### config.mk
export PLATFORM = sky130hd
export DESIGN_NAME = csf_status_reg
export DESIGN_NICKNAME = d
export VERILOG_FILES = /design/src/include/csf_pkg.sv /design/src/core/csf_flag_unit.sv /design/src/core/csf_status_reg.sv
export SDC_FILE = /design/constraint.sdc
export NUM_CORES = 1
export LEC_CHECK = 0
export ABC_AREA = 1
export BUFFER_PORTS_ARGS = -buffer_cell sky130_fd_sc_hd__buf_2
export CAP_MARGIN = 20
export CORE_MARGIN = 2
export CORE_UTILIZATION = 47
export CTS_CLUSTER_SIZE = 14
export DETAILED_ROUTE_END_ITERATION = 16
export PLACE_DENSITY = 0.8
export SYNTH_ARGS = -nofsm -noshare
export SYNTH_HDL_FRONTEND = slang
export SYNTH_SLANG_ARGS = --single-unit
### constraint.sdc
create_clock -name MCLK -period 2.95 [get_ports MCLK]
set_clock_uncertainty 0.2 [all_clocks]
set_input_delay 0.4425 -clock MCLK [delete_from_list [all_inputs] [get_ports MCLK]]
set_output_delay 0.4425 -clock MCLK [all_outputs]
set_load 0.005 [all_outputs]
### src/include/csf_pkg.sv
// Package for the core status flags and bank select register.
// Shared by the status register top and its flag computation unit.
`default_nettype none
package csf_pkg;
	localparam logic [8:0] STATUS_ADDR_LOW   = 9'h0_003;
	localparam logic [6:0] STATUS_ADDR_OFFS  = 7'h03;
	localparam int         BIT_INDIRECT_BANK = 7;
	localparam int         BIT_BANK_HIGH     = 6;
	localparam int         BIT_BANK_LOW      = 5;
	localparam int         BIT_WDOG_EXPIRY   = 4;
	localparam int         BIT_SLEEP_ENTERED = 3;
	localparam int         BIT_ZERO          = 2;
	localparam int         BIT_NIBBLE_CARRY  = 1;
	localparam int         BIT_CARRY         = 0;
	localparam int         BANK_SPAN         = 128;
	localparam int         BANK_ADDR_BITS    = 7;
	localparam logic [7:0] STATUS_RESET      = 8'h18;
	localparam logic [7:0] WRITABLE_MASK     = 8'hE7;
	localparam logic [7:0] FLAG_MASK         = 8'h07;
	localparam logic [3:0] NIBBLE_ONES       = 4'hF;

	typedef enum logic [5:0] {
		OP_NONE      = 6'b00_0001,
		OP_ADD       = 6'b00_0010,
		OP_SUB       = 6'b00_0100,
		OP_LOGIC     = 6'b00_1000,
		OP_ROT_LEFT  = 6'b01_0000,
		OP_ROT_RIGHT = 6'b10_0000
	} csf_op_t;
endpackage
`default_nettype wire
### src/core/csf_flag_unit.sv
// Flag computation for arithmetic, logic and rotate results.
// Pure combinational; the top registers everything it produces.
`timescale 1ns/1ps
`default_nettype none
module csf_flag_unit
	import csf_pkg::*;
(
	input  wire logic [5:0] op,
	input  wire logic [7:0] operand_a,
	input  wire logic [7:0] operand_b,
	input  wire logic [7:0] logic_result,
	input  wire logic       carry_in,
	output logic [7:0]      result,
	output logic            zero,
	output logic            nibble_carry,
	output logic            carry
);
	logic [7:0] addend;
	logic [8:0] sum;
	logic [4:0] low_sum;
	logic       sub_sel;

	// Subtraction adds the two's complement; carries then read as not-borrow
	assign sub_sel = (op == OP_SUB);
	assign addend  = sub_sel ? (~operand_b + 8'h01) : operand_b;
	assign sum     = {1'b0, operand_a} + {1'b0, addend};
	// Low nibble sum for the complemented operand needs the +1 in nibble form
	assign low_sum = sub_sel
		? ({1'b0, operand_a[3:0]} + {1'b0, ~operand_b[3:0]} + 5'h01)
		: ({1'b0, operand_a[3:0]} + {1'b0, operand_b[3:0]});

	always_comb
	begin
		result       = logic_result;
		nibble_carry = 1'b0;
		carry        = carry_in;
		unique case (op)
			OP_ADD, OP_SUB:
			begin
				result       = sum[7:0];
				nibble_carry = low_sum[4];
				carry        = sum[8] | (sub_sel & (operand_b == 8'h00));
			end
			OP_ROT_LEFT:
			begin
				result = {operand_a[6:0], carry_in};
				carry  = operand_a[7];
			end
			OP_ROT_RIGHT:
			begin
				result = {carry_in, operand_a[7:1]};
				carry  = operand_a[0];
			end
			default:
			begin
				result       = logic_result;
				nibble_carry = 1'b0;
				carry        = carry_in;
			end
		endcase
	end
	assign zero = (result == 8'h00);
endmodule
`default_nettype wire

### src/core/csf_status_reg.sv
// Core status register: arithmetic flags, reset-cause flags, bank select.
// Assumes the execution core presents one instruction per MCLK with its
// flag-update strobes, and the watchdog and sleep logic pulse their events
// for one MCLK cycle in the MCLK domain; no input is synchronised here.
// Memory address logic takes the registered bank-qualified addresses.
//
// Behaviour
// - The indirect bank bit picks banks 2-3 when one and banks 0-1 when zero, for indirect access.
// - The two direct bank bits select bank 3, 2, 1 or 0 for direct addressing as coded 11..00.
// - Each bank spans 128 bytes and the direct address gives the low seven bits.
// - For subtraction carry and nibble carry act as not-borrow.
// - Subtraction adds the two's complement; zero comes from that sum, nibble carry from its own nibble sum, and carry is forced to one for a zero subtrahend.
// - Rotates through carry load carry with the bit shifted out.
// - A data write to this register by a flag-updating instruction leaves each flag that the instruction updates to the flag logic.
// - Instruction writes never change the watchdog expiry or sleep entered flags.
`timescale 1ns/1ps
`default_nettype none
module csf_status_reg
	import csf_pkg::*;
(
	input  wire logic       MCLK,
	input  wire logic       RST,
	input  wire logic [5:0] ALU_OP,
	input  wire logic [7:0] OPERAND_A,
	input  wire logic [7:0] OPERAND_B,
	input  wire logic [7:0] LOGIC_RESULT,
	input  wire logic       UPD_ZERO,
	input  wire logic       UPD_NIBBLE_CARRY,
	input  wire logic       UPD_CARRY,
	input  wire logic       WR_EN,
	input  wire logic [8:0] WR_ADDR,
	input  wire logic [7:0] WR_DATA,
	input  wire logic       WATCHDOG_TIMEOUT,
	input  wire logic       WATCHDOG_CLEAR_INSTR,
	input  wire logic       SLEEP_INSTR,
	input  wire logic [6:0] DIRECT_ADDR,
	input  wire logic [7:0] INDIRECT_PTR,
	output logic [7:0]      STATUS_Q,
	output logic [7:0]      ALU_RESULT,
	output logic [8:0]      DIRECT_MEM_ADDR,
	output logic [8:0]      INDIRECT_MEM_ADDR
);
	// Committed register fields
	logic [2:0] bank_r;
	logic       expiry_r;
	logic       sleep_r;
	logic [2:0] flag_r;
	logic [7:0] alu_result_r;
	logic [8:0] direct_addr_r;
	logic [8:0] indirect_addr_r;

	// Flag unit results and decoded write fields
	logic [7:0] fu_result;
	logic       fu_zero;
	logic       fu_nibble;
	logic       fu_carry;
	logic       hit;
	logic [2:0] wr_bank;
	logic [2:0] wr_flags;
	logic [2:0] flag_upd;
	logic [2:0] flag_calc;

	// Reset-cause events
	logic       expiry_set;
	logic       expiry_clr;
	logic       sleep_set;
	logic       sleep_clr;

	// Address formation
	logic [1:0] direct_bank;
	logic       indirect_bank;
	logic [8:0] direct_addr_nxt;
	logic [8:0] indirect_addr_nxt;

	csf_flag_unit u_flags (
		.op           (ALU_OP),
		.operand_a    (OPERAND_A),
		.operand_b    (OPERAND_B),
		.logic_result (LOGIC_RESULT),
		.carry_in     (flag_r[BIT_CARRY]),
		.result       (fu_result),
		.zero         (fu_zero),
		.nibble_carry (fu_nibble),
		.carry        (fu_carry)
	);

	// Register is mirrored in every bank, so only the in-bank offset decodes
	assign hit      = WR_EN & (WR_ADDR[BANK_ADDR_BITS-1:0] == STATUS_ADDR_OFFS);
	assign wr_bank  = WR_DATA[BIT_INDIRECT_BANK:BIT_BANK_LOW];
	assign wr_flags = WR_DATA[BIT_ZERO:BIT_CARRY];

	assign flag_upd[BIT_ZERO]          = UPD_ZERO;
	assign flag_upd[BIT_NIBBLE_CARRY]  = UPD_NIBBLE_CARRY;
	assign flag_upd[BIT_CARRY]         = UPD_CARRY;
	assign flag_calc[BIT_ZERO]         = fu_zero;
	assign flag_calc[BIT_NIBBLE_CARRY] = fu_nibble;
	assign flag_calc[BIT_CARRY]        = fu_carry;

	// Nothing on the data bus reaches the two cause bits
	assign expiry_set = WATCHDOG_CLEAR_INSTR | SLEEP_INSTR;
	assign expiry_clr = WATCHDOG_TIMEOUT;
	assign sleep_set  = WATCHDOG_CLEAR_INSTR;
	assign sleep_clr  = SLEEP_INSTR;

	// Each bank spans 128 bytes; the instruction supplies the low seven bits
	assign direct_bank       = bank_r[1:0];
	assign indirect_bank     = bank_r[2];
	assign direct_addr_nxt   = {direct_bank, DIRECT_ADDR};
	assign indirect_addr_nxt = {indirect_bank, INDIRECT_PTR};

	// Bank bits 7:5 are taken from a data write, as are flag bits 2:0
	always_ff @(posedge MCLK)
	begin
		if (RST)
		begin
			bank_r <= STATUS_RESET[BIT_INDIRECT_BANK:BIT_BANK_LOW];
		end
		else if (hit)
		begin
			bank_r <= wr_bank;
		end
	end

	// Time-out beats a same-cycle clear-watchdog so the event is not lost
	always_ff @(posedge MCLK)
	begin
		if (RST)
		begin
			expiry_r <= STATUS_RESET[BIT_WDOG_EXPIRY];
		end
		else if (expiry_clr)
		begin
			expiry_r <= 1'b0;
		end
		else if (expiry_set)
		begin
			expiry_r <= 1'b1;
		end
	end

	// Sleep wins over a same-cycle clear-watchdog
	always_ff @(posedge MCLK)
	begin
		if (RST)
		begin
			sleep_r <= STATUS_RESET[BIT_SLEEP_ENTERED];
		end
		else if (sleep_clr)
		begin
			sleep_r <= 1'b0;
		end
		else if (sleep_set)
		begin
			sleep_r <= 1'b1;
		end
	end

	// Flags come up cleared, a choice: code must not rely on that state
	// Flag logic outranks a data write to the same bit
	for (genvar g = BIT_CARRY; g <= BIT_ZERO; g++)
	begin : g_flag
		always_ff @(posedge MCLK)
		begin
			if (RST)
			begin
				flag_r[g] <= STATUS_RESET[g];
			end
			else if (flag_upd[g])
			begin
				flag_r[g] <= flag_calc[g];
			end
			else if (hit)
			begin
				flag_r[g] <= wr_flags[g];
			end
		end
	end

	// Result registered every cycle; meaningful only for an issued op
	always_ff @(posedge MCLK)
	begin
		if (RST)
		begin
			alu_result_r <= 8'h00;
		end
		else
		begin
			alu_result_r <= fu_result;
		end
	end

	// Addresses use the committed bank bits; a bank change lands next cycle
	always_ff @(posedge MCLK)
	begin
		if (RST)
		begin
			direct_addr_r <= 9'h0_000;
		end
		else
		begin
			direct_addr_r <= direct_addr_nxt;
		end
	end

	always_ff @(posedge MCLK)
	begin
		if (RST)
		begin
			indirect_addr_r <= 9'h0_000;
		end
		else
		begin
			indirect_addr_r <= indirect_addr_nxt;
		end
	end

	assign STATUS_Q          = {bank_r, expiry_r, sleep_r, flag_r};
	assign ALU_RESULT        = alu_result_r;
	assign DIRECT_MEM_ADDR   = direct_addr_r;
	assign INDIRECT_MEM_ADDR = indirect_addr_r;
endmodule
`default_nettype wire

==> summary.md, run 1 <==
| Metric | Value |
|---|---|
| Synth Area per Inst | 6.98 sq um |
| Crit path kind | primary input to flop |
| Vias in the first global route | 2040 |
| Starting density of the core | 48.2% |
| WL/cell | 10.8 um |
| Number of max-cap violations | 0 |
| Async set-reset flop share out of synthesis | 0% |
| FF+latch count, synth | 34 |
| I/O pin cnt | 105 |
| Crit-path max FO | 7 |
| Hold Buf Count CTS | 0 |
| Worst-path clk slew | 70 ps |
| Number of DRC markers in iteration 0 | 73 |
| FILL cells | 431 |
| Die area | 5380 sq um |
| Netlist cell types | 33 |
| # diodes | 0 |
| Setup Viol. Count Final | 0 |
| Grt ovf | 0 |
| CTS tree | built |
| Fin Hold WS | 143 ps |
| First drt pass iteration count | 4 |
| Fin crit period | 2610 ps |
| Seq/Total Area, Yosys | 30.1% |
| Final critical-path setup slack | 344 ps |
| Area Growth Syn to Fin | 27.7% |
| Cell count after synthesis | 324 |
| Clk sinks | 34 |
| Worst Setup End Kind | flop |
| Multi-input logic area | 1300 sq um |
| Leakage | 1.66 nW |
| Worst-margin pin slew | 516 ps |
| Net count, final | 515 |
| Synth warn | 0 |
| Slew margin rel. | 65.6% |
| Initial antenna violation count | 0 |
| Resize count post-CTS | 0 |
| Area contributors post-synth | dfxtp_1, ha_1, inv_1, nor2_1, nand2_1 |
| Tcrit/Tclk final | 88.3% |
| Pins Over Slew Limit | 0 |
| Worst Path Buf+Inv | 2 |
| RSZ-0062 raised after global routing | no |
| Clk_lat worst skew | 290 ps |
| Num CTS Buffers | 5 |
| Std-Cell Rows | 25 |
| Post-synthesis cell type with the largest combined area | dfxtp_1 |
| # DRC | 0 |
| Status | completed |
| Final hold violation count | 0 |
| Count leader, synth | inv_1 |
| Post-synth EDFFs | 0 |
| Hold Crit Class | primary input to flop |
| Main synth FF type | dfxtp_1 |
| Chip Height | 73.4 um |
| Post-Route WL | 5.18 mm |
| Critical Path Max Stage Delay | 490 ps |
| WP data required | 2970 ps |
| DR vias | 2321 |
| First-pass GRT wire length | 8.32 mm |
| DPL Wire Length | 4.33 mm |
| Slowest cell on the critical path | fa_1 |
| H-Tree Depth | 2 |
| Share of post-route cells with drive strength above 1 | 31.9% |
| Post-CTS Setup Bufs | 0 |
| Critical path cell sequence | buf_2, nor2_2, nand3_4, inv_1, o21ai_0, fa_1, or2_2, nand3_1, nand2_1, nor2_2, nand2_1, nor2_1, nand4_1, a21oi_1 |
| Vias/cell | 4.84 |
| I/O Buffers | 100 |
| Die X | 73.4 um |
| Storage cell area | 681 sq um |
| Placer Congestion | 0.841 |
| R2r setup slk | 1570 ps |
| Pwr Density | 375 nW/um^2 |
| Top-area cell type share of the netlist area | 30.1% |
| Fmax | 384 MHz |
| Top Family by Delay on Critical Path | simple AND/OR/NAND/NOR gates |
| Total Negative Setup Slacks | 0 ps |
| Final ANT Viol Nets | 0 |
| VDD IR max | 0.000246 V |
| Mapped Area | 2260 sq um |
| Commonest cells post-synth | inv_1, nor2_1, nand2_1, dfxtp_1, nand3_1 |
| Pre-CTS setup slack | 19.4 ps |
| Critical Path Start Type | primary input |
| Core outline area | 4690 sq um |
| Largest net degree at the start of global routing | 31 |
| Root Driver | clkbuf_8 |
| GRT Resource Usage Total | 19.7% |
| Syn Nets | 414 |
| WP data arrival | 2630 ps |
| CTS max path bufs | 2 |
[placed cells by master, fill, tap and decap left out, types with 3 or more instances in the layout]
| master | instances |
|---|---|
| buf_2 | 100 |
| inv_1 | 59 |
| nor2_1 | 50 |
| nand2_1 | 47 |
| dfxtp_1 | 34 |
| nand3_1 | 30 |
| ha_1 | 18 |
| a21oi_1 | 12 |
| o21ai_0 | 8 |
| nor2_2 | 7 |
| nand4_1 | 7 |
| nor2_4 | 6 |
| xor2_1 | 6 |
| clkbuf_8 | 6 |
| nor3_1 | 4 |
| a31oi_1 | 4 |
| a211oi_1 | 3 |
| nand2_2 | 3 |
[power by group]
part | total (mW) | switching [mW] | internal (mW)
Sequential | 0.487 | 0.00629 | 0.481
Combinational | 0.249 | 0.140 | 0.109
Clock | 0.348 | 0.160 | 0.188
Total | 1.08 | 0.307 | 0.777
[state kept, by name, indices dropped and copies added, names as in the netlist]
register / cells
DIRECT_MEM_ADDR: 9
STATUS_Q: 3
INDIRECT_MEM_ADDR: 9
bank_r: 3
expiry_r: 1
ALU_RESULT: 8
sleep_r: 1
[worst paths after layout]
kind / end / cells past startpoint / startpoint
worst max-delay path: STATUS_Q[2] / 14 / ALU_OP[4]
worst min register to register: DIRECT_MEM_ADDR[8] / 2 / bank_r[1]
worst min-delay path: expiry_r / 2 / WATCHDOG_TIMEOUT
worst max register to register: STATUS_Q[2] / 7 / STATUS_Q[0]
[layout make-up]
class,instances,share of cell area [%]
clock buffers,7,2.99
clock inverters,1,0.173
inverters,61,8.10
multi-input cells,221,45.0
flip-flops and latches,34,23.6
well taps,54,2.34
repair buffers,102,17.9
[kinds of logic (layout without fill, tap and decap cells)]
| kind of cell | Yosys count | after routing | share of synthesized area, % |
|---|---|---|---|
| xor gates and xnor gates | 6 | 6 | 2.32 |
| and+or+nand+nor | 164 | 164 | 36.3 |
| buffers and inverters | 69 | 171 | 12.5 |
| adders and majority gates | 19 | 19 | 10.8 |
| DFF | 34 | 34 | 30.1 |
| AOI/OAI and AO/OA | 32 | 32 | 7.96 |
[metal layers]
metal | wire length (um) | share of wire, % | track usage, %
met1 | 2160 | 42 | 21.0
met5 | 0 | 0 | 0
met2 | 2520 | 49 | 37.0
met4 | 90 | 1.7 | 7.47
met3 | 412 | 8.0 | 4.66
[through the flow]
stage / util [%] / area, sq um / std cells / total power [mW]
after global routing: 61.5 / 2890 / 480 / 1.15
after floorplan: - / 2260 / 324 / 0.643
after detailed placement: 59.6 / 2800 / 472 / 0.746
after CTS: 61.5 / 2890 / 480 / 1.09
final: 61.5 / 2890 / 480 / 1.08
after global placement: 59.6 / 2800 / 472 / 0.739
(Power assumes the default switching activity.)
==> inputs of run 2 (changes only) <==
Settings changed: CORE_UTILIZATION 47 to 48, CTS_BUF_LIST set to sky130_fd_sc_hd__clkbuf_4, PLACE_DENSITY 0.8 to 0.82.
==> summary.md, run 2 (synthesis results as in run 1) <==
| Metric | Value |
|---|---|
| Status | completed |
| Worst-path clk slew | 90 ps (+20 ps) |
| Number of DRC markers in iteration 0 | 72 (-1.4%) |
| Internal power | 0.687 mW (-12%) |
| FILL cells | 418 (-3.0%) |
| I/O pin cnt | 105 (unchanged) |
| First drt pass iteration count | 4 (unchanged) |
| Initial antenna violation count | 0 (unchanged) |
| Largest net degree at the start of global routing | 31 (unchanged) |
| Hold Crit Class | primary input to flop |
| GRT Resource Usage Total | 20.0% (+0.32 points) |
| Core outline area | 4440 sq um (-5.3%) |
| Pins Over Slew Limit | 0 (unchanged) |
| # DRC | 0 (unchanged) |
| Layout Cells excl Fill | 477 (-0.63%) |
| Clk sinks | 34 (unchanged) |
| # diodes | 0 (unchanged) |
| FF-to-FF Start | STATUS_Q[0] |
| Net Sw Power | 0.283 mW (-7.6%) |
| Resize count post-CTS | 0 (unchanged) |
| WP data required | 3010 ps (+40 ps) |
| CTS max path bufs | 2 (unchanged) |
| Critical path cell sequence | buf_2, nor2_2, nand3_4, nor2_1, xor2_1, inv_1, ha_1, nand2_1, inv_1, nand2_1, nand2_1, or2_2, nand3_1, nand3_1, nor2_1, nand4_1, a21oi_1 |
| Crit path kind | primary input to flop |
| Fmax | 385 MHz (+0.39%) |
| Area Growth Syn to Fin | 25.6% |
| Critical Path Start Type | primary input |
| DR vias | 2290 (-1.3%) |
| Die area | 5280 sq um (-2.0%) |
| Tcrit/Tclk final | 88.0% (-0.35 points) |
| First-pass GRT wire length | 8.66 mm (+4.1%) |
| Hold Buf Count CTS | 0 (unchanged) |
| Clk_lat worst skew | 320 ps (+30 ps) |
| Comb pwr share | 25.5% (+2.5 points) |
| Worst-margin pin slew | 509 ps (-6.92 ps) |
| Total Negative Setup Slacks | 0 ps (unchanged) |
| DPL Wire Length | 4.24 mm (-2.0%) |
| Final ANT Viol Nets | 0 (unchanged) |
| Reg power frac | 50.1% (+5.2 points) |
| Final hold violation count | 0 (unchanged) |
| Fin Hold WS | 109 ps (-34.2 ps) |
| R2r setup slk | 1630 ps (+60 ps) |
| H-Tree Depth | 2 (unchanged) |
| Multi-input logic area | 1300 sq um (unchanged) |
| Slew margin rel. | 66.0% (+0.46 points) |
| Top Family by Delay on Critical Path | simple AND/OR/NAND/NOR gates |
| Switching Fraction | 29.2% (+0.90 points) |
| Worst r2r dst | STATUS_Q[2] |
| WP depth | 17 (+3) |
| Fin crit period | 2600 ps (-10.3 ps) |
| Num CTS Buffers | 5 (unchanged) |
| Number of max-cap violations | 0 (unchanged) |
| VDD IR max | 0.000168 V (-32%) |
| RSZ-0062 raised after global routing | no |
| Dpl cells | 469 (-0.64%) |
| Pwr Density | 342 nW/um^2 (-9.0%) |
| Worst Setup End Kind | flop |
| Placer Congestion | 0.796 (-5.3%) |
| Std-Cell Rows | 24 (-4.0%) |
| Setup Viol. Count Final | 0 (unchanged) |
| Crit-path max FO | 10 (+3) |
| Most common cell after layout, fill and taps aside | buf_2 |
| Chip Height | 72.7 um (-0.99%) |
| R2R cell count | 7 (unchanged) |
| Net count, final | 514 (-0.19%) |
| Storage cell area | 681 sq um (unchanged) |
| Share of post-route cells with drive strength above 1 | 31.8% (-0.16 points) |
| Slowest cell on the critical path | ha_1 |
| WL/cell | 10.5 um (-2.7%) |
| Clock power share | 24.4% (-7.7 points) |
| Crit path to | STATUS_Q[2] |
| CP most frequent cell | nand2_1 |
| Most frequent cells in the layout | buf_2, inv_1, nor2_1 |
| Vias/cell | 4.80 (-0.72%) |
| Starting density of the core | 50.9% (+2.7 points) |
| Post-Route WL | 5.01 mm (-3.3%) |
| Post-CTS Setup Bufs | 0 (unchanged) |
| Leakage | 1.64 nW (-1.2%) |
| WP data arrival | 2650 ps (+20 ps) |
| Pre-CTS setup slack | 27.4 ps (+8.08 ps) |
| CTS tree | built |
| Worst Path Buf+Inv | 3 (+1) |
| Die X | 72.7 um (-0.99%) |
| I/O Buffers | 100 (unchanged) |
| Root Driver | clkbuf_4 |
| Util after Layout | 63.9% (+2.4 points) |
| Grt ovf | 0 (unchanged) |
| Vias in the first global route | 2160 (+5.9%) |
| Critical Path Max Stage Delay | 330 ps (-160 ps) |
| Final critical-path setup slack | 354 ps (+10.3 ps) |
| Crit. Startpoint | ALU_OP[4] |
[run 2: power groups by stage]
stage               combinational [mW]  clock [mW]  sequential, mW
global placement                 0.242           0           0.496
global route                     0.284       0.269           0.489
finish                           0.247       0.237           0.486
floorplan                        0.143           0           0.500
CTS                              0.250       0.247           0.486
detailed placement               0.248           0           0.497
[run 2: routing by layer]
layer	track usage [%]	up-vias	routed length (um)
met5	0	-	0
met4	5.76	0	25
met3	3.31	4	391
met2	37.7	79	2500
met1	23.0	987	2090
li1	-	1220	-
[run 2: how the worst min path moves through the flow]
stage                     depth (start not counted)  slack, ps              from                   end
after floorplan                                   2        240         bank_r[0]    DIRECT_MEM_ADDR[7]
after global placement                            2        240         bank_r[1]    DIRECT_MEM_ADDR[8]
after detailed placement                          2        230         bank_r[1]    DIRECT_MEM_ADDR[8]
after CTS                                         2        100  WATCHDOG_TIMEOUT              expiry_r
after global routing                              3        100   INDIRECT_PTR[0]  INDIRECT_MEM_ADDR[0]
final                                             2        110  WATCHDOG_TIMEOUT              expiry_r
[run 2: cell type report]
type,instances,share of cell area [%]
Multi-Input combinational cell,221,45.7
Clock inverter,2,0.308
Timing Repair Buffer,101,17.9
Sequential cell,34,24.0
Inverter,61,8.24
Tap cell,52,2.29
Clock buffer,6,1.59
[run 2: stage by stage]
step / cell area (sq um) / total power [mW]
after global placement: 2790 / 0.738
after global routing: 2840 / 1.04
after detailed placement: 2790 / 0.745
after floorplan: 2260 / 0.643
final: 2840 / 0.970
after CTS: 2840 / 0.983
[run 2: worst register-to-register path, cell delays in order, from the launching register on]
cell and delay, ps:
dfxtp_1 360, nand3_1 90, nand3_1 110, nor2_4 120, nand2_1 60, nor2_1 110
nand4_1 80, a21oi_1 120
==> inputs of run 3 (changes only) <==
Settings changed: BUFFER_PORTS_ARGS -buffer_cell sky130_fd_sc_hd__buf_2 to not set, CORE_UTILIZATION 48 to 50, DONT_BUFFER_PORTS set to 1, PLACE_DENSITY 0.82 to not set.
==> summary.md, run 3 (synthesis results as in run 1) <==
| Metric | Value |
|---|---|
| Status | completed |
| Largest net degree at the start of global routing | 30 (-3.2%) |
| WP depth | 15 (-2) |
| H-Tree Depth | 2 (unchanged) |
| Std-Cell Rows | 24 (unchanged) |
| WP data arrival | 2430 ps (-220 ps) |
| Starting density of the core | 52.0% (+1.1 points) |
| RSZ-0062 raised after global routing | no |
| Final critical-path setup slack | 537 ps (+183 ps) |
| # DRC | 0 (unchanged) |
| Num CTS Buffers | 5 (unchanged) |
| VDD IR max | 0.000144 V (-14%) |
| Post-CTS Setup Bufs | 0 (unchanged) |
| Grt ovf | 0 (unchanged) |
| Worst-margin pin slew | 1010 ps (+497 ps) |
| CP most frequent cell | nor2_1 |
| Vias/cell | 5.14 (+7.1%) |
| I/O pin cnt | 105 (unchanged) |
| CTS tree | built |
| DPL Wire Length | 3.80 mm (-10%) |
| Critical Path Start Type | primary input |
| Placer Congestion | 0.849 (+6.6%) |
| Layout Cells excl Fill | 383 (-20%) |
| Worst Setup End Kind | flop |
| Core outline area | 4350 sq um (-2.0%) |
| Share of post-route cells with drive strength above 1 | 10.9% (-21 points) |
| Clk_lat worst skew | 320 ps (about the same) |
| First drt pass iteration count | 4 (unchanged) |
| Die X | 71.3 um (-1.9%) |
| Die area | 5080 sq um (-3.8%) |
| Critical path cell sequence | inv_1, ha_1, nand3_1, inv_1, nor2_1, xor2_1, ha_1, a21oi_1, nor2_1, nor2_1, a21oi_1, nor2_1, nor2_2, nand4_1, a21oi_1 |
| Leakage | 1.24 nW (-24%) |
| Tcrit/Tclk final | 81.8% (-6.2 points) |
| Number of DRC markers in iteration 0 | 61 (-15%) |
| Fmax | 414 MHz (+7.6%) |
| Slew margin rel. | 32.7% (-33 points) |
| Pwr Density | 371 nW/um^2 (+8.6%) |
| DR vias | 1970 (-14%) |
| Placed inst area | 2290 sq um (-18%) |
| Vias in the first global route | 1853 (-14%) |
| Total Negative Setup Slacks | 0 ps (unchanged) |
| R2r setup slk | 1590 ps (-40 ps) |
| Worst min-delay path startpoint | DIRECT_ADDR[2] |
| Slowest cell on the critical path | ha_1 |
| Most frequent cells in the layout | inv_1, nor2_1, nand2_1 |
| Critical Path Max Stage Delay | 340 ps (about the same) |
| Worst-path clk slew | 90 ps (about the same) |
| First-pass GRT wire length | 7.82 mm (-9.7%) |
| Area Growth Syn to Fin | 6.14% |
| Crit path kind | primary input to flop |
| Clk sinks | 34 (unchanged) |
| Pre-CTS setup slack | 208 ps (+181 ps) |
| R2R cell count | 7 (unchanged) |
| GRT Resource Usage Total | 18.8% (-1.2 points) |
| Post-Route WL | 4.64 mm (-7.4%) |
| I/O Buffers | 0 (-100%) |
| Number of max-cap violations | 0 (unchanged) |
| Worst Path Buf+Inv | 2 (-1) |
| Setup Viol. Count Final | 0 (unchanged) |
| Final ANT Viol Nets | 0 (unchanged) |
| Initial antenna violation count | 0 (unchanged) |
| WP data required | 2960 ps (-50 ps) |
| Fin area | 2400 sq um (-15%) |
| Dpl cells | 370 (-21%) |
| WL/cell | 12.1 um (+15%) |
| CTS max path bufs | 2 (unchanged) |
| WHS Path Cells | 2 (unchanged) |
| Crit-path max FO | 5 (-5) |
| Most common cell after layout, fill and taps aside | inv_1 |
| FF-to-FF Start | STATUS_Q[0] |
| Net count, final | 421 (-18%) |
| Top Family by Delay on Critical Path | simple AND/OR/NAND/NOR gates |
| Chip Height | 71.3 um (-1.9%) |
| Root Driver | clkbuf_4 |
| Pins Over Slew Limit | 0 (unchanged) |
| Final hold violation count | 0 (unchanged) |
| Hold Crit Class | primary input to flop |
| Worst r2r dst | STATUS_Q[2] |
| # diodes | 0 (unchanged) |
| Fin crit period | 2410 ps (-183 ps) |
| Resize count post-CTS | 0 (unchanged) |
| WHS Endpoint | DIRECT_MEM_ADDR[2] |
| Fin Hold WS | 13.5 ps (-95.1 ps) |
-- run 3: repair_timing --
action	CTS	global route
hold buffers	3	3
endpoints found under the hold margin	29	3
setup endpoints to repair	0	0
-- run 3: layout make-up --
type	count	area, sq um
clock inverters	2	10.0
multi-input cells	221	1300
clock buffers	5	37.5
inverters	61	234
well taps	52	65.1
repair buffers	8	75.1
fillers	449	1950
flip-flops and latches	34	681
-- run 3: worst max path at each step --
stage	startpoint	to
6_report	OPERAND_B[1]	STATUS_Q[2]
5_1_grt	OPERAND_B[1]	STATUS_Q[2]
4_1_cts	ALU_OP[4]	STATUS_Q[2]
3_5_place_dp	ALU_OP[4]	STATUS_Q[2]
3_3_place_gp	ALU_OP[4]	STATUS_Q[2]
2_1_floorplan	ALU_OP[0]	STATUS_Q[2]
-- run 3: through the flow --
step | total power, mW | utilization, %
detailed placement | 0.665 | 52.7
global route | 0.953 | 55.1
global placement | 0.663 | 52.7
CTS | 0.899 | 54.5
floorplan | 0.643 | -
finish | 0.890 | 55.1
-- run 3: routing by layer --
metal  track usage, %  wire length (um)  up-vias
li1                 -                 -     1034
met1             21.4              1930      857
met2             33.0              2270       67
met3             5.20               337       12
met4             7.97                95        0
met5                0                 0        -
-- run 3: power breakdown --
group / switching, mW / internal, mW
Clock: 0.140 / 0.0856
Sequential: 0.0116 / 0.481
Combinational: 0.102 / 0.0705
